--- config.mk ---
export PLATFORM = sky130hd
export DESIGN_NAME = fpo_top
export DESIGN_NICKNAME = d
export VERILOG_FILES = /design/src/hw/fpo_prot_reg.v /design/src/hw/fpo_irq.v /design/src/hw/fpo_top.v
export VERILOG_INCLUDE_DIRS = /design/src /design/src/hw
export SDC_FILE = /design/constraint.sdc
export NUM_CORES = 1
export LEC_CHECK = 0
export BUFFER_PORTS_ARGS = -buffer_cell sky130_fd_sc_hd__buf_4
export CAP_MARGIN = 10
export CORE_MARGIN = 2
export CORE_UTILIZATION = 59
export DETAILED_ROUTE_END_ITERATION = 10
export PLACE_DENSITY = 0.81
export SLEW_MARGIN = 20
export SYNTH_ARGS = -nofsm -noshare
export SYNTH_HDL_FRONTEND = slang
export SYNTH_SLANG_ARGS = --single-unit
--- constraint.sdc ---
create_clock -name mclk_i -period 2.7 [get_ports mclk_i]
set_input_delay 0.81 -clock mclk_i [delete_from_list [all_inputs] [get_ports mclk_i]]
set_output_delay 0.81 -clock mclk_i [all_outputs]
set_load 0.005 [all_outputs]
--- src/hw/fpo_defines.vh ---
// Constants for the flash protection override command block.
`ifndef FPO_DEFINES_VH
`define FPO_DEFINES_VH

// ****************************************************************
// Register map (word addresses on the plain register port).
// ****************************************************************
`define FPO_ADDR_W 4
`define FPO_DATA_W 16
`define FPO_ADDR_CMD_STATUS 4'h0
`define FPO_ADDR_CMD_CONFIG 4'h1
`define FPO_ADDR_ERR_CONFIG 4'h2
`define FPO_ADDR_ERR_STATUS 4'h3
`define FPO_ADDR_PROT_STATUS 4'h4
`define FPO_ADDR_PFLASH_PROT 4'h5
`define FPO_ADDR_EEPROM_PROT 4'h6
`define FPO_ADDR_PARAM 4'h7

// ****************************************************************
// Field positions.
// ****************************************************************
`define FPO_CC_BIT 7
`define FPO_ACC_BIT 5
`define FPO_PV_BIT 4
`define FPO_VE_HI_BIT 1
`define FPO_VE_LO_BIT 0
`define FPO_CIE_BIT 7
`define FPO_IDX_HI 2
`define FPO_IDX_LO 0
`define FPO_SFIE_BIT 0
`define FPO_SFF_BIT 0
`define FPO_OVR_BIT 0
`define FPO_CODE_HI 15
`define FPO_CODE_LO 8
`define FPO_SEL_PF 0
`define FPO_SEL_EE 1
`define FPO_PROT_HI 7
`define FPO_PROT_LO 0

// ****************************************************************
// Codes and values.
// ****************************************************************
`define FPO_CMD_OVERRIDE 8'h13
`define FPO_KEY_ERASED 16'hffff
`define FPO_SEL_NONE 2'h0
`define FPO_IDX_W1 3'h1
`define FPO_IDX_W2 3'h2
`define FPO_IDX_W3 3'h3
`define FPO_PROT_RESET 8'h00
`define FPO_DATA_ZERO 16'h0000

`endif

--- src/hw/fpo_prot_reg.v ---
// One protection register with its single-entry save slot.
`timescale 1ns/100ps
`include "fpo_defines.vh"
module fpo_prot_reg #(
   parameter [7:0] RESET_VALUE = `FPO_PROT_RESET
) (
   // Clock and reset.
   input wire mclk_i,
   input wire arst_n_i,
   // Direct software write.
   input wire sw_we_i,
   input wire [7:0] sw_data_i,
   // Command side controls.
   input wire save_i,
   input wire load_i,
   input wire [7:0] load_data_i,
   input wire restore_i,
   // Current protection value.
   output reg [7:0] value_o
);

   reg [7:0] saved; // Value held before the last override.

   // ****************************************************************
   // Value and save slot.
   // ****************************************************************
   // Command actions take priority over a software write in the same
   // cycle, so an override is never half undone by a racing store.
   always @(posedge mclk_i or negedge arst_n_i) begin
      if (!arst_n_i) begin
         value_o <= RESET_VALUE;
         saved <= RESET_VALUE;
      end else begin
         if (save_i) begin
            saved <= value_o;
         end
         if (restore_i) begin
            // Reload the slot; direct writes since then are dropped.
            value_o <= saved;
         end else if (load_i) begin
            value_o <= load_data_i;
         end else if (sw_we_i) begin
            value_o <= sw_data_i;
         end
      end
   end

endmodule

--- src/hw/fpo_irq.v ---
// Interrupt request formed from one flag and its enable.
`timescale 1ns/100ps
module fpo_irq (
   // Clock and reset.
   input wire mclk_i,
   input wire arst_n_i,
   // Flag and local enable.
   input wire flag_i,
   input wire enable_i,
   // Registered request.
   output reg irq_o
);

   // ****************************************************************
   // Request register.
   // ****************************************************************
   // Registered so the request leaves the block from a flip-flop; it
   // follows the flag and enable one cycle late.
   always @(posedge mclk_i or negedge arst_n_i) begin
      if (!arst_n_i) begin
         irq_o <= 1'b0;
      end else begin
         irq_o <= flag_i & enable_i;
      end
   end

endmodule

--- src/hw/fpo_top.v ---
// Flash protection override command logic with its register port.
//
// Added by the designer: strobed register access and the register addresses.
`timescale 1ns/100ps
`include "fpo_defines.vh"
module fpo_top (
   // Clock and reset.
   input wire mclk_i,
   input wire arst_n_i,
   // Register port.
   input wire [`FPO_ADDR_W-1:0] addr_i,
   input wire [`FPO_DATA_W-1:0] wdata_i,
   input wire wr_i,
   input wire rd_i,
   output reg [`FPO_DATA_W-1:0] rdata_o,
   // Flash array side, same clock domain.
   input wire [`FPO_DATA_W-1:0] stored_key_i,
   input wire cmd_allowed_i,
   input wire single_fault_i,
   // Protection outputs.
   output wire [7:0] pflash_protection_o,
   output wire [7:0] eeprom_protection_o,
   // Status and interrupt requests.
   output reg command_complete_o,
   output reg override_active_o,
   output wire cmd_irq_o,
   output wire err_irq_o
);

   // ****************************************************************
   // State encoding.
   // ****************************************************************
   localparam [1:0] ST_IDLE = 2'h0; // Waiting for a launch.
   localparam [1:0] ST_EXEC = 2'h1; // Evaluating the command.
   localparam [1:0] ST_DONE = 2'h2; // Completing, flag set next.

   // ****************************************************************
   // Declarations.
   // ****************************************************************
   reg [1:0] state; // Command sequencer state.
   reg [1:0] next_state; // Next sequencer state.
   reg access_error; // Sticky launch error flag.
   reg command_complete_irq_en; // Command interrupt enable.
   reg single_fault_irq_en; // Single-bit fault interrupt enable.
   reg single_fault_flag; // Sticky single-bit fault flag.
   reg [2:0] param_index; // Selects the parameter word window.
   reg [`FPO_DATA_W-1:0] param_word [0:3]; // Command parameters.
   reg [2:0] launch_index; // Index captured at launch.
   reg cmd_error; // Error verdict from the checks.
   reg do_override; // Apply new values this cycle.
   reg do_restore; // Restore saved values this cycle.
   wire [7:0] protection_violation; // Held flags kept at zero.
   wire [`FPO_DATA_W-1:0] param_word_0; // Code and selection.
   wire [`FPO_DATA_W-1:0] param_word_1; // Comparison key.
   wire [`FPO_DATA_W-1:0] param_word_2; // New pflash value.
   wire [`FPO_DATA_W-1:0] param_word_3; // New eeprom value.
   wire [1:0] update_sel; // Protection update selection.
   wire key_valid; // Supplied key is usable.
   wire feature_enabled; // Stored key has been programmed.
   wire key_match; // Supplied key equals stored key.
   wire index_ok; // Launch index is one, two or three.
   wire wr_status; // Write to command status register.
   wire launch_req; // Software cleared the complete flag.
   wire launch; // Launch that is actually accepted.
   wire acc_clear; // Software clears the access error.
   wire sf_clear; // Software clears the single fault flag.
   wire [7:0] status_byte; // Command status register view.

   assign param_word_0 = param_word[0];
   assign param_word_1 = param_word[1];
   assign param_word_2 = param_word[2];
   assign param_word_3 = param_word[3];

   // ****************************************************************
   // Command decode.
   // ****************************************************************
   // The word layout is set by software before launch.
   assign update_sel = param_word_0[1:0];
   assign key_valid = (param_word_1 != `FPO_KEY_ERASED);
   // An erased stored key can never match, so a launch can only restore or fail.
   assign feature_enabled = (stored_key_i != `FPO_KEY_ERASED);
   assign key_match = key_valid & feature_enabled &
                      (param_word_1 == stored_key_i);
   assign index_ok = (launch_index == `FPO_IDX_W1) |
                     (launch_index == `FPO_IDX_W2) |
                     (launch_index == `FPO_IDX_W3);

   // The override never reports through these flags.
   assign protection_violation = 8'h00;

   // ****************************************************************
   // Register port decode.
   // ****************************************************************
   assign wr_status = wr_i & (addr_i == `FPO_ADDR_CMD_STATUS);
   // A launch is refused while busy or while an old error is pending.
   assign launch_req = wr_status & wdata_i[`FPO_CC_BIT];
   assign launch = launch_req & command_complete_o &
                   ~access_error;
   assign acc_clear = wr_status & wdata_i[`FPO_ACC_BIT];
   assign sf_clear = wr_i & (addr_i == `FPO_ADDR_ERR_STATUS) &
                     wdata_i[`FPO_SFF_BIT];

   // ****************************************************************
   // Command verdict.
   // ****************************************************************
   // Evaluated in the execute state from the captured launch index.
   always @* begin
      cmd_error = 1'b0;
      do_override = 1'b0;
      do_restore = 1'b0;
      if (state == ST_EXEC) begin
         if (param_word_0[`FPO_CODE_HI:`FPO_CODE_LO] !=
             `FPO_CMD_OVERRIDE) begin
            // Other commands are not served here.
            cmd_error = 1'b1;
         end
         if (!index_ok) begin
            cmd_error = 1'b1;
         end
         if (!cmd_allowed_i) begin
            cmd_error = 1'b1;
         end
         if ((update_sel == `FPO_SEL_NONE) &&
             ((launch_index == `FPO_IDX_W2) ||
              (launch_index == `FPO_IDX_W3))) begin
            cmd_error = 1'b1;
         end
         if ((update_sel == `FPO_SEL_NONE) &&
             (launch_index == `FPO_IDX_W1) && key_valid) begin
            cmd_error = 1'b1;
         end
         if (!key_match && !override_active_o) begin
            // Nothing valid is saved, so a restore is impossible.
            cmd_error = 1'b1;
         end
         // An error blocks every command change to the protection registers.
         if (!cmd_error) begin
            do_override = key_match;
            do_restore = ~key_match;
         end
      end
   end

   // ****************************************************************
   // Sequencer next state.
   // ****************************************************************
   always @* begin
      next_state = state;
      case (state)
         ST_IDLE: begin
            if (launch) begin
               next_state = ST_EXEC;
            end
         end
         ST_EXEC: begin
            next_state = ST_DONE;
         end
         ST_DONE: begin
            next_state = ST_IDLE;
         end
         default: begin
            next_state = ST_IDLE;
         end
      endcase
   end

   // ****************************************************************
   // Sequencer, complete flag and override status.
   // ****************************************************************
   // The complete flag drops at the launch and rises when the command
   // retires, so software polls it to learn the result is ready.
   always @(posedge mclk_i or negedge arst_n_i) begin
      if (!arst_n_i) begin
         state <= ST_IDLE;
         command_complete_o <= 1'b1;
         override_active_o <= 1'b0;
         launch_index <= 3'h0;
      end else begin
         state <= next_state;
         if (launch) begin
            command_complete_o <= 1'b0;
            launch_index <= param_index;
         end else if (state == ST_DONE) begin
            command_complete_o <= 1'b1;
         end
         if (do_override) begin
            override_active_o <= 1'b1;
         end else if (do_restore) begin
            override_active_o <= 1'b0;
         end
      end
   end

   // ****************************************************************
   // Sticky error flags.
   // ****************************************************************
   // A set in the same cycle as a software clear wins, so no event is
   // lost to a badly timed clear.
   always @(posedge mclk_i or negedge arst_n_i) begin
      if (!arst_n_i) begin
         access_error <= 1'b0;
         single_fault_flag <= 1'b0;
      end else begin
         if (cmd_error) begin
            access_error <= 1'b1;
         end else if (acc_clear) begin
            access_error <= 1'b0;
         end
         if (single_fault_i) begin
            single_fault_flag <= 1'b1;
         end else if (sf_clear) begin
            single_fault_flag <= 1'b0;
         end
      end
   end

   // ****************************************************************
   // Configuration registers and parameter words.
   // ****************************************************************
   // Parameter words are written through one window picked by the
   // index; writes are held off while a command runs so the captured
   // arguments cannot shift underneath the evaluation.
   always @(posedge mclk_i or negedge arst_n_i) begin
      if (!arst_n_i) begin
         command_complete_irq_en <= 1'b0;
         single_fault_irq_en <= 1'b0;
         param_index <= 3'h0;
         param_word[0] <= `FPO_DATA_ZERO;
         param_word[1] <= `FPO_DATA_ZERO;
         param_word[2] <= `FPO_DATA_ZERO;
         param_word[3] <= `FPO_DATA_ZERO;
      end else if (wr_i) begin
         case (addr_i)
            `FPO_ADDR_CMD_CONFIG: begin
               command_complete_irq_en <= wdata_i[`FPO_CIE_BIT];
               param_index <= wdata_i[`FPO_IDX_HI:`FPO_IDX_LO];
            end
            `FPO_ADDR_ERR_CONFIG: begin
               single_fault_irq_en <= wdata_i[`FPO_SFIE_BIT];
            end
            `FPO_ADDR_PARAM: begin
               // Words above three have no storage and are dropped.
               if (command_complete_o && (param_index[2] == 1'b0)) begin
                  param_word[param_index[1:0]] <= wdata_i;
               end
            end
            default: begin
            end
         endcase
      end
   end

   // ****************************************************************
   // Protection registers.
   // ****************************************************************
   fpo_prot_reg #(
      .RESET_VALUE(`FPO_PROT_RESET)
   ) u_pflash (
      .mclk_i(mclk_i),
      .arst_n_i(arst_n_i),
      .sw_we_i(wr_i & (addr_i == `FPO_ADDR_PFLASH_PROT)),
      .sw_data_i(wdata_i[`FPO_PROT_HI:`FPO_PROT_LO]),
      .save_i(do_override),
      .load_i(do_override & update_sel[`FPO_SEL_PF]),
      .load_data_i(param_word_2[`FPO_PROT_HI:`FPO_PROT_LO]),
      .restore_i(do_restore),
      .value_o(pflash_protection_o)
   );

   fpo_prot_reg #(
      .RESET_VALUE(`FPO_PROT_RESET)
   ) u_eeprom (
      .mclk_i(mclk_i),
      .arst_n_i(arst_n_i),
      .sw_we_i(wr_i & (addr_i == `FPO_ADDR_EEPROM_PROT)),
      .sw_data_i(wdata_i[`FPO_PROT_HI:`FPO_PROT_LO]),
      .save_i(do_override),
      .load_i(do_override & update_sel[`FPO_SEL_EE]),
      .load_data_i(param_word_3[`FPO_PROT_HI:`FPO_PROT_LO]),
      .restore_i(do_restore),
      .value_o(eeprom_protection_o)
   );

   // ****************************************************************
   // Interrupt requests.
   // ****************************************************************
   fpo_irq u_cmd_irq (
      .mclk_i(mclk_i),
      .arst_n_i(arst_n_i),
      .flag_i(command_complete_o),
      .enable_i(command_complete_irq_en),
      .irq_o(cmd_irq_o)
   );

   fpo_irq u_err_irq (
      .mclk_i(mclk_i),
      .arst_n_i(arst_n_i),
      .flag_i(single_fault_flag),
      .enable_i(single_fault_irq_en),
      .irq_o(err_irq_o)
   );

   // ****************************************************************
   // Read data.
   // ****************************************************************
   // Verify error and violation bits are wired to the held-low flags.
   assign status_byte = {command_complete_o, 1'b0, access_error,
                         protection_violation[`FPO_PV_BIT], 2'h0,
                         protection_violation[`FPO_VE_HI_BIT],
                         protection_violation[`FPO_VE_LO_BIT]};

   // Read data stand for one cycle after the strobe; an unmapped
   // address reads as zero.
   always @(posedge mclk_i or negedge arst_n_i) begin
      if (!arst_n_i) begin
         rdata_o <= `FPO_DATA_ZERO;
      end else if (rd_i) begin
         case (addr_i)
            `FPO_ADDR_CMD_STATUS: begin
               rdata_o <= {8'h00, status_byte};
            end
            `FPO_ADDR_CMD_CONFIG: begin
               rdata_o <= {8'h00, command_complete_irq_en, 4'h0,
                           param_index};
            end
            `FPO_ADDR_ERR_CONFIG: begin
               rdata_o <= {15'h0000, single_fault_irq_en};
            end
            `FPO_ADDR_ERR_STATUS: begin
               rdata_o <= {15'h0000, single_fault_flag};
            end
            `FPO_ADDR_PROT_STATUS: begin
               rdata_o <= {15'h0000, override_active_o};
            end
            `FPO_ADDR_PFLASH_PROT: begin
               rdata_o <= {8'h00, pflash_protection_o};
            end
            `FPO_ADDR_EEPROM_PROT: begin
               rdata_o <= {8'h00, eeprom_protection_o};
            end
            `FPO_ADDR_PARAM: begin
               if (param_index[2] == 1'b0) begin
                  rdata_o <= param_word[param_index[1:0]];
               end else begin
                  rdata_o <= `FPO_DATA_ZERO;
               end
            end
            default: begin
               rdata_o <= `FPO_DATA_ZERO;
            end
         endcase
      end else begin
         rdata_o <= `FPO_DATA_ZERO;
      end
   end

endmodule

; Word level (Yosys, flattened, before mapping)
; Cells that the tools add are included.
[word_totals]
ff_bits = 128
inputBits = 42
output_inout_bits = 36
elab_cells = 118
[classes]
n_lt_le_gt_ge = 2
n_eq_ne = 17
muxes = 37
n_bitwise = 21
n_reduce_logical = 21
[op_table]
columns = cell, count
row1 = one-hot mux 16 bit (8 select lines), 1
row2 = 2-to-1 mux 16 bit, 5
row3 = bitwise mux 64 bit, 1
row4 = 2-to-1 mux 8 bit, 6
row5 = binary-select mux 16 bit (select 2 bit), 1
row6 = demux 16 bit (select 2 bit), 1
row7 = "!= test 16 bit, second input constant", 2
row8 = 2-to-1 mux 1 bit, 20
row9 = == test 16 bit, 1
row10 = "== test 4 x 3 -> 1 bit, second input constant", 4
row11 = AND 1 bit, 15
row12 = "== test 4 x 2 -> 1 bit, second input constant", 2
row13 = "!= test 8 x 5 -> 1 bit, second input constant", 1
row14 = nonzero test 2 bit, 4
row15 = "== test 3 x 2 -> 1 bit, second input constant", 2
row16 = logical AND 1 bit, 6
row17 = nonzero test 3 bit, 2
row18 = "== test 4 x 1 -> 1 bit, second input constant", 1
row19 = zero test 2 bit, 2
row20 = zero test 4 bit, 1
row21 = one-hot mux 2 bit (2 select lines), 1
row22 = AND reduction 2 bit, 2
row23 = "== test 3 x 1 -> 1 bit, second input constant", 1
row24 = ">= comparator 3 bit, second input constant", 1
row25 = other kinds (11), 15

; Longest topological paths before layout
; Gate-level depths: netlist of the first run.
[depth]
word_depth = 14
ltp_mapped = 8
depth_no_buf = 6

; By module
; Synthesis of the first run repeated with hierarchy kept, for this count alone.
[hier_totals]
cells_unflattened = 460
hier_area_um2 = 6241.0
[modules_own_cells]
columns = mod, instances, cells_each, area_each_um2, seq_area_each_um2
row1 = fpo_top, 1, 332, 4559.4, 2353.5
row2 = fpo_prot_reg, 2, 62, 809.5, 400.4
row3 = fpo_irq, 2, 2, 31.3, 25.0

; Worst setup path after synthesis of the first run
; Ideal clock, no wire load.
[synth_timing]
kind = input port to flip-flop
start = input addr_i[3]
end = register param_word, in the netlist param_word_1[10]
arrival_time_ns = 2.475
required_time_ns = 2.575
setup_slack_ns = 0.100
stages = 7
path_cell_list = buf_2 > nand2b_4 > nor3_4 > nand3_1 > nor3b_2 > buf_4 > mux2_2
[synth_via]
elab_chain_cells = 2
[synth_rtl]
columns = item, line
row1 = start: declaration, fpo_top.v:11  ; input wire [`FPO_ADDR_W-1:0] addr_i,
row2 = == test 4 x 3 -> 1 bit, fpo_top.v:233  ; case (addr_i)
row3 = AND reduction 3 bit (no line), -
row4 = end signal: indexed assignment, fpo_top.v:244  ; param_word[param_index[1:0]] <= wdata_i;
row5 = end: declaration, fpo_top.v:47  ; reg [`FPO_DATA_W-1:0] param_word [0:3];
; Every way passes these cells.
; A chain may end at the register's enable or synchronous reset.

; Worst setup path in the final report of the first run
[layout_timing]
start = register param_word, in the netlist param_word_0[13]
end = register u_pflash.saved[6]
[layout_via]
elab_chain_cells = 10
[layout_rtl]
columns = item, line
row1 = != test 8 x 5 -> 1 bit (no line), -
row2 = 2-to-1 mux 1 bit, fpo_top.v:112  ; if (param_word_0[`FPO_CODE_HI:`FPO_CODE_LO] !=
row3 = 2-to-1 mux 1 bit, fpo_top.v:117  ; if (!index_ok) begin
row4 = 2-to-1 mux 1 bit, fpo_top.v:120  ; if (!cmd_allowed_i) begin
row5 = 2-to-1 mux 1 bit, fpo_top.v:123  ; if ((update_sel == `FPO_SEL_NONE) &&
row6 = 2-to-1 mux 1 bit, fpo_top.v:128  ; if ((update_sel == `FPO_SEL_NONE) &&
row7 = 2-to-1 mux 1 bit, fpo_top.v:132  ; if (!key_match && !override_active_o) begin
row8 = 2-to-1 mux 1 bit, fpo_top.v:111  ; if (state == ST_EXEC) begin
row9 = 2-to-1 mux 1 bit, fpo_top.v:137  ; if (!cmd_error) begin
row10 = 2-to-1 mux 1 bit, fpo_top.v:111
row11 = end signal: assignment, fpo_prot_reg.v:35  ; saved <= value_o;
row12 = end: declaration, fpo_prot_reg.v:22  ; reg [7:0] saved;
; Every way passes these cells. The select of a mux whose other input is x is not followed.

==> results of run 1 <==
==> logic make-up (layout without fill, tap and decap cells) <==
group                     Yosys count  after routing  synth area share, %
AOI/OAI and AO/OA                  76             76                8.778
xor gates and xnor gates           16             16                2.119
buffers and inverters              42            138                3.632
DFF                               128            128                48.45
muxes                             115            115                22.40
and+or+nand+nor                   147            147                14.62
==> final timing paths <==
kind	startpoint	end	slack, ps
max	param_word_0[13]$_DFFE_PN0P_	u_pflash.saved[6]$_DFFE_PN0N_	200
max in group asynchronous	arst_n_i	command_complete_o$_DFFE_PN1P_	1740
max reg2reg	param_word_0[13]$_DFFE_PN0P_	u_pflash.saved[6]$_DFFE_PN0N_	200
min in group mclk_i	single_fault_i	single_fault_flag$_DFFE_PN0P_	470
min reg2reg	u_eeprom.saved[5]$_DFFE_PN0N_	u_eeprom.saved[5]$_DFFE_PN0N_	500
min	arst_n_i	rdata_o[8]$_DFF_PN0_	280
==> cell type report <==
class,count,area share [%]
repair buffers,101,9.925
well taps,140,2.185
multi-input cells,354,39.53
inverters,5,0.2341
flip-flops and latches,128,39.97
clock inverters,10,2.263
clock buffers,22,5.899
==> synth_stat cells (2+ instances only) <==
cell type,number,area [um^2]
mux2_1,9,101.4
xnor2_1,16,140.1
o31ai_1,16,120.1
nor2b_1,4,25.02
o31ai_2,2,25.02
and4_1,2,17.52
o2111ai_1,16,140.1
nand2b_1,3,18.77
o21ai_0,11,55.05
and2_1,3,18.77
inv_1,5,18.77
a22oi_1,5,37.54
clkbuf_1,19,71.32
mux2i_1,4,40.04
mux2_2,86,968.4
nor3_1,35,175.2
o311ai_0,8,70.07
nor4_1,4,25.02
nand2_1,16,60.06
nor4_4,2,42.54
nand3b_1,2,15.01
nor3b_1,2,15.01
mux4_2,13,292.8
nand4_1,12,75.07
a21oi_1,8,40.04
nand4b_1,8,70.07
buf_1,3,11.26
buf_2,5,25.02
a221oi_1,3,26.28
clkbuf_8,4,55.05
buf_6,3,33.78
nor2_1,16,60.06
and3_1,10,62.56
buf_4,2,15.01
dfrtp_1,127,3178
nand3_1,13,65.06
mux4_1,3,78.83
nand4_4,2,42.54
==> power groups by stage <==
stage	sequential [mW]	clock [mW]	combinational [mW]
floorplan	2.40	0	0.733
global placement	2.50	0	1.07
detailed placement	2.52	0	1.10
CTS	2.49	2.54	1.12
global route	2.53	2.61	1.22
finish	2.51	2.52	1.13
==> state kept, by name, summed over array words and instances, names as in the netlist, 8 cells and up <==
signal            count
u_pflash.saved        8
param_word_0         16
u_eeprom.value_o      8
rdata_o              16
param_word_1         16
u_pflash.value_o      8
u_eeprom.saved        8
param_word_3         16
param_word_2         16
==> through the flow <==
step / power [mW] / TNS (ps) / setup WS [ps] / hold WS (ps) / cell area (um^2)
finish: 6.160 / 0 / 199.2 / 281.2 / 8018
global route: 6.363 / 0 / 147.6 / 312.2 / 8018
CTS: 6.154 / 0 / 223.3 / 289.3 / 8018
detailed placement: 3.617 / -7.438 / -6.897 / 484.9 / 7363
global placement: 3.572 / 0 / 42.97 / 430.3 / 7363
floorplan: 3.138 / 0 / 100.2 / 422.7 / 6614
==> critical path, stage by stage (launching register included) <==
cell      delay (ps)
dfrtp_1          420
nor4b_4          420
nand4_4          170
nor4_2           470
nand4b_4         420
mux2_1           460
==> metal layers <==
metal | global-route usage, % | vias up | wire [um]
met2 | 51.31 | 310 | 8893
met1 | 44.24 | 2586 | 7341
li1 | - | 2185 | -
met4 | 11.39 | 0 | 457
met3 | 6.580 | 58 | 1612
met5 | 0 | - | 0
==> metrics.txt, run 1 <==
Pleak 3.728 nW; Port Buffers 77; area of the multi-input gates 0.003169 mm^2; fin crit share roughly 93%; Post-CTS Resized 0; DR WL/cell around 24 um; syn_area_per_cell 12.62 um^2; Final Hold Violating Endpoints 0; commonest cells after routing, fill and taps aside dfrtp_1, buf_4, mux2_2, nor3_1; library cells used by synthesis 60; clock latency on the worst-skew pair 520 ps; Cell Area, Synth 0.006614 mm^2; GP Congestion 0.9553; Seq. cell area 0.003204 mm^2; Top-Level Pins 78; core region area between 0.01 and 0.015 mm^2; Worst Max-Slew Pin Slew 769.4 ps; drt total wl 18.31 mm; crit path time final 2501 ps; number of synthesized flops with an enable pin 0; H-Tree Depth 4; Final Util 73.64%; NumNets Final 649; Clock power frac 41.0%; Synth warnings 0; die extent in x 109.9 um; DP Cell Count 728; unrepaired setup endpoints after global routing no; Final Non-Filler Cells 760; Seq pwr share 40.7%; Max Clock Skew 7.077 ps; CTS sink cnt roughly 130; Sw Pwr ~1.7 mW; first-pass GRT wire length around 29 mm; max_cap viols 0; Setup CP Type register to register; filler instances 683; cells after synthesis 524; Comb pwr share between 10% and 20%; CTS buffer count 17; 1st-iter DRT viols 508; PD cells 768.3 mW/mm^2; gr usage total 32.28%; Initial Util 60.74%; P&R area growth vs syn 21.23%; root buf cell clkbuf_8; Final Setup Violations 0; DRC Markers 0; Mapped Nets 566; CTS Hold Bufs 0; CTS tree built; Seq/Total Area, Yosys 48.45%; commonest non-fill, non-tap cell in the layout dfrtp_1; die area 0.01207 mm^2; cell-internal power 4.477 mW; Worst IR Drop VDD between 400 and 500 uV; Sw Ratio 27.32%; Crit Path Max Fanout 17; CP startpoint kind register; Post-DRT Antenna Nets 0; status completed; CP arrival 2890 ps; Worst EP required 3090 ps; DRT Pass-1 Iters 6; Yosys reg bits 128; Max-slew headroom 48.71%; Clock transition at path regs 60 ps; pin count of the biggest net entering global routing 50; prevailing post-synth register cell dfrtp_1; row cnt 38; Max Slew Vio Count 0; FMAX about 400 MHz; asr flop ratio synth 100.0%; initial antenna violation count 0; fraction of layout instances using a drive strength above 1 about two fifths; DP HPWL 12.50 mm; CP Capture Type register; vias in the first global route 5165; antenna fix cells 0; postcts setup bufs 0; class of the worst hold path primary input to async pin; Max Buffers Root-to-Sink 2; height of the die 109.9 um; Vias 5139; via-per-instance ratio about 6.8; GRT overflow 0; Worst Reg-to-Reg Cells 5
Power figures use the tool's default switching activity.
==> run 2, diff against run 1 <==
--- a/config.mk
+++ b/config.mk
@@ -6,12 +6,13 @@
 export SDC_FILE = /design/constraint.sdc
 export NUM_CORES = 1
 export LEC_CHECK = 0
+export ABC_CLOCK_PERIOD_IN_PS = 2300
 export BUFFER_PORTS_ARGS = -buffer_cell sky130_fd_sc_hd__buf_4
 export CAP_MARGIN = 10
 export CORE_MARGIN = 2
-export CORE_UTILIZATION = 59
+export CORE_UTILIZATION = 53
 export DETAILED_ROUTE_END_ITERATION = 10
-export PLACE_DENSITY = 0.81
+export PLACE_DENSITY = 0.76
 export SLEW_MARGIN = 20
 export SYNTH_ARGS = -nofsm -noshare
 export SYNTH_HDL_FRONTEND = slang
==> constraint.sdc (replaced) <==
create_clock -name mclk_i -period 2.3 [get_ports mclk_i]
set_input_delay 0.69 -clock mclk_i [delete_from_list [all_inputs] [get_ports mclk_i]]
set_output_delay 0.69 -clock mclk_i [all_outputs]
set_load 0.005 [all_outputs]
==> metrics.txt, run 2 (synthesis results as in run 1) <==
NumNets Final 671; via-per-instance ratio 6.341; cell area after layout 0.008302 mm^2; FMAX roughly 450 MHz; Pleak 3.826 nW; Max Slew Vio Count 0; antenna fix cells 0; GP Congestion 0.9766; CP startpoint kind register; Initial Util 54.61%; Crit Path Max Fanout 16; area of placed instances 0.007725 mm^2; Top Family by Delay on Critical Path simple AND/OR/NAND/NOR gates; Max Buffers Root-to-Sink 2; PD cells ~840 mW/mm^2; first-pass GRT wire length 30.17 mm; CTS buffer count 17; GRT busiest layer met2; Max Clock Skew 11.87 ps; M3 GR Usage 8.787%; crit-path max cell delay roughly 630 ps; gr usage total 30.52%; Post-CTS Resized 0; P&R area growth vs syn 25.52%; DRC Markers 0; initial antenna violation count 0; GRT overflow 0; class of the worst hold path primary input to async pin; clock latency on the worst-skew pair between 400 and 500 ps; core region area roughly 0.012 mm^2; Top-Level Pins 78; Port Buffers 77; Post-DRT Antenna Nets 0; CTS sink cnt 128; row cnt 40; met1 GRT Util about 42%; hold_ws 117.4 ps; fin crit share 96.29%; DRT Pass-1 Iters 5; Setup CP Type register to register; H-Tree Depth 4; Final Setup Violations 0; height of the die ~120 um; CP Capture Type register; Max-slew headroom around three fifths; commonest cells after routing, fill and taps aside dfrtp_1, buf_4, mux2_2, nor3_1, mux2_4; status completed; CTS tree built; critical-path cell list nand4_1, or4_4, nor4_4, buf_12, nor3_1, o31ai_1; Final Non-Filler Cells 810; Worst IR Drop VDD 786.8 uV; Final Hold Violating Endpoints 0; postcts setup bufs 0; crit path time final ~2200 ps; CP arrival roughly 2500 ps; root buf cell clkbuf_16; met2 Use GR 46.35%; filler instances 910; slowest CP cell or4_4; Worst Max-Slew Pin Slew ~610 ps; DR WL/cell around 24 um; 1st-iter DRT viols 550; DP Worst Slack -81.82 ps; die extent in x ~120 um; CTS Hold Bufs 0; DP Cell Count 777; drt total wl 19.21 mm; max_cap viols 0; Overall Power 6.936 mW; Worst EP required approximately 2600 ps; pin count of the biggest net entering global routing 63; buffer and inverter count on the worst path 1; commonest non-fill, non-tap cell in the layout dfrtp_1; Clock transition at path regs 60 ps; post-route setup slack 85.23 ps; unrepaired setup endpoints after global routing no; vias in the first global route 5261; Vias 5136; die area 0.01339 mm^2; fraction of layout instances using a drive strength above 1 between 40% and 50%; DP HPWL 13.65 mm
## run 2: cell types whose count changed in the layout (fill, tap and decap cells not counted), moves of 5 or more
cell and change:
buf_4 +18, bufinv_16 -5, mux2_1 -9, mux2_2 -10, mux2_4 +19
## run 2: final timing paths
| check | start | slack (ps) | endpoint | depth (start not counted) |
|---|---|---|---|---|
| min in group mclk_i | state[0]$_DFFE_PN0P_ | 470 | state[0]$_DFFE_PN0P_ | 1 |
| max in group asynchronous | arst_n_i | 1600 | command_complete_o$_DFFE_PN1P_ | 2 |
| worst max register to register | param_word_1[8]$_DFFE_PN0P_ | 90 | u_eeprom.value_o[7]$_DFFE_PN0P_ | 6 |
| worst max-delay path | param_word_1[8]$_DFFE_PN0P_ | 90 | u_eeprom.value_o[7]$_DFFE_PN0P_ | 6 |
| worst min-delay path | arst_n_i | 120 | rdata_o[9]$_DFF_PN0_ | 1 |
| worst min register to register | state[0]$_DFFE_PN0P_ | 470 | state[0]$_DFFE_PN0P_ | 1 |
## run 2: layer usage
layer  vias to the layer above  wire length [um]
li1                       2244                 -
met2                       228              9120
met1                      2625              8126
met4                         0               534
met3                        39              1426
met5                         -                 0
## run 2: report_power, final
group          switching, mW  internal (mW)
registers              0.374           2.57
logic                  0.670          0.805
clock network          0.941           1.57
total                   1.99           4.95
## run 2: worst register-to-register path: stages, from the launching register on
cell and delay (ps):
dfrtp_1 420, nand4_1 170, or4_4 630, nor4_4 370
buf_12 190, nor3_1 70, o31ai_1 270
## run 2: metrics by stage
stage / util, % / setup TNS (ps)
global route: 68.54 / 0
CTS: 68.40 / 0
global placement: 63.78 / -171.7
finish: 68.54 / 0
detailed placement: 63.78 / -1059
floorplan: - / -400.5
## run 2: area by class of cell
| cell class | instances | area (um^2) | area share, % |
|---|---|---|---|
| Multi-Input combinational cell | 354 | 3297 | 39.71 |
| Clock inverter | 4 | 22.52 | 0.2713 |
| Clock buffer | 28 | 536.8 | 6.466 |
| Inverter | 5 | 18.77 | 0.2261 |
| Timing Repair Buffer | 123 | 1011 | 12.18 |
| Tap cell | 168 | 210.2 | 2.532 |
| Sequential cell | 128 | 3206 | 38.61 |
==> run 3, diff against run 2 <==
==> constraint.sdc (replaced) <==
create_clock -name mclk_i -period 2.3 [get_ports mclk_i]
set_input_delay 0 -clock mclk_i [delete_from_list [all_inputs] [get_ports mclk_i]]
set_output_delay 0 -clock mclk_i [all_outputs]
set_load 0.005 [all_outputs]
==> metrics.txt, run 3 (synthesis results as in run 1) <==
antenna fix cells 0; Clock transition at path regs around 60 ps; DP Cell Count 759; NumNets Final 675; flop2flop setup slack 150 ps; CTS buffer count 17; Port Buffers 77; DRT Pass-1 Iters 6; FMAX between 400 and 500 MHz; via-per-instance ratio 6.338; Worst EP required ~2600 ps; core region area about 0.012 mm^2; area of placed instances 0.007433 mm^2; die area 0.01339 mm^2; Final Util 68.10%; R2R Path Start param_word_1[10]$_DFFE_PN0P_; Critical Path End u_pflash.value_o[0]$_DFFE_PN0P_; class of the worst hold path primary input to register; Max-slew headroom 47.45%; Crit Path Max Fanout 16; 1st-iter DRT viols 497; Initial Util between 50 and 60%; DR WL/cell 22.84 um; H-Tree Depth 4; r2r endpoint u_pflash.value_o[0]$_DFFE_PN0P_; clock latency on the worst-skew pair 420 ps; root buf cell clkbuf_16; initial antenna violation count 0; pin count of the biggest net entering global routing 55; gr usage total approximately 30%; unrepaired setup endpoints after global routing no; P&R area growth vs syn 24.71%; commonest cells after routing, fill and taps aside dfrtp_1, buf_4, mux2_2, nor3_1, dlygate4sd3_1; die extent in x 115.7 um; vias in the first global route about 5300; DP HPWL around 13 mm; Post-DRT Antenna Nets 0; fin crit share roughly 93%; Crit. Startpoint param_word_1[10]$_DFFE_PN0P_; first-pass GRT wire length a little under 30 mm; Top-Level Pins 78; area of the multi-input gates 0.003171 mm^2; Worst Reg-to-Reg Cells 6; CP arrival 2470 ps; Seq. cell area 0.003204 mm^2; filler instances 904; row cnt 40; PD cells 840.0 mW/mm^2; status completed; CP Capture Type register; hold_ws ~27 ps; DRC Markers 0; fraction of layout instances using a drive strength above 1 39.63%; max_cap viols 0; GRT overflow 0; GP Congestion 1.003; crit path time final 2145 ps; CTS tree built; Final Setup Violations 0; Worst Max-Slew Pin Slew 788.3 ps; commonest non-fill, non-tap cell in the layout dfrtp_1; Max Buffers Root-to-Sink 2; cell area after layout 0.008248 mm^2; Final Hold Violating Endpoints 0; Max Clock Skew ~7.8 ps; CTS sink cnt 128; Pleak 3.735 nW; Max Slew Vio Count 0; Setup CP Type register to register; drt total wl roughly 19 mm; height of the die 115.7 um; Vias 5159; TNS Setup 0 ps; Final Non-Filler Cells 814; CP startpoint kind register; Worst IR Drop VDD 577.2 uV
[run 3: report_power, final]
group / switching (mW) / internal [mW]
clock network: 1.10 / 1.51
logic: 0.612 / 0.746
registers: 0.387 / 2.57
total: 2.10 / 4.83
[run 3: area by class of cell]
cell class,instances,area share (%)
clock buffer,17,5.158
timing repair buffer,127,12.99
inverter,5,0.2275
multi-input combinational,354,38.44
sequential,128,38.85
tap,168,2.549
clock inverter,15,1.790
[run 3: per-stage QoR]
| stage | setup WS (ps) | total power [mW] |
|---|---|---|
| floorplan | 183.7 | 3.684 |
| global placement | 98.51 | 4.235 |
| detailed placement | 22.89 | 4.278 |
| CTS | 22.34 | 6.937 |
| global route | 39.26 | 7.212 |
| finish | 154.8 | 6.928 |
[run 3: worst max-delay path: stages (launching register included)]
cell and delay [ps]:
dfrtp_1 410, nand4_1 150, or4_4 610, nor4_4 380, buf_12 190, nor3_1 60
o31ai_1 240
[run 3: what timing repair did]
| action | 4_1_cts | 5_1_grt |
|---|---|---|
| hold buffers | 22 | 0 |
| endpoints found under the setup margin | 0 | 18 |
| buffers inserted | 0 | 1 |
| resized for setup | 0 | 1 |
| hold endpoints to repair | 128 | 0 |
[run 3: layer usage]
metal  share of wire (%)  track usage [%]
met1                  42            41.37
met2                  46            44.44
met3                 8.6            7.793
met4                 2.6            12.14
met5                   0                0
[run 3: worst min-delay path by stage]
stage / startpoint / depth (start not counted) / end
after global routing: addr_i[0] / 3 / rdata_o[0]$_DFF_PN0_
after detailed placement: arst_n_i / 1 / rdata_o[8]$_DFF_PN0_
after global placement: arst_n_i / 1 / rdata_o[9]$_DFF_PN0_
after floorplan: arst_n_i / 0 / access_error$_DFFE_PN0P_
final: addr_i[0] / 3 / rdata_o[0]$_DFF_PN0_
after CTS: addr_i[0] / 3 / rdata_o[0]$_DFF_PN0_
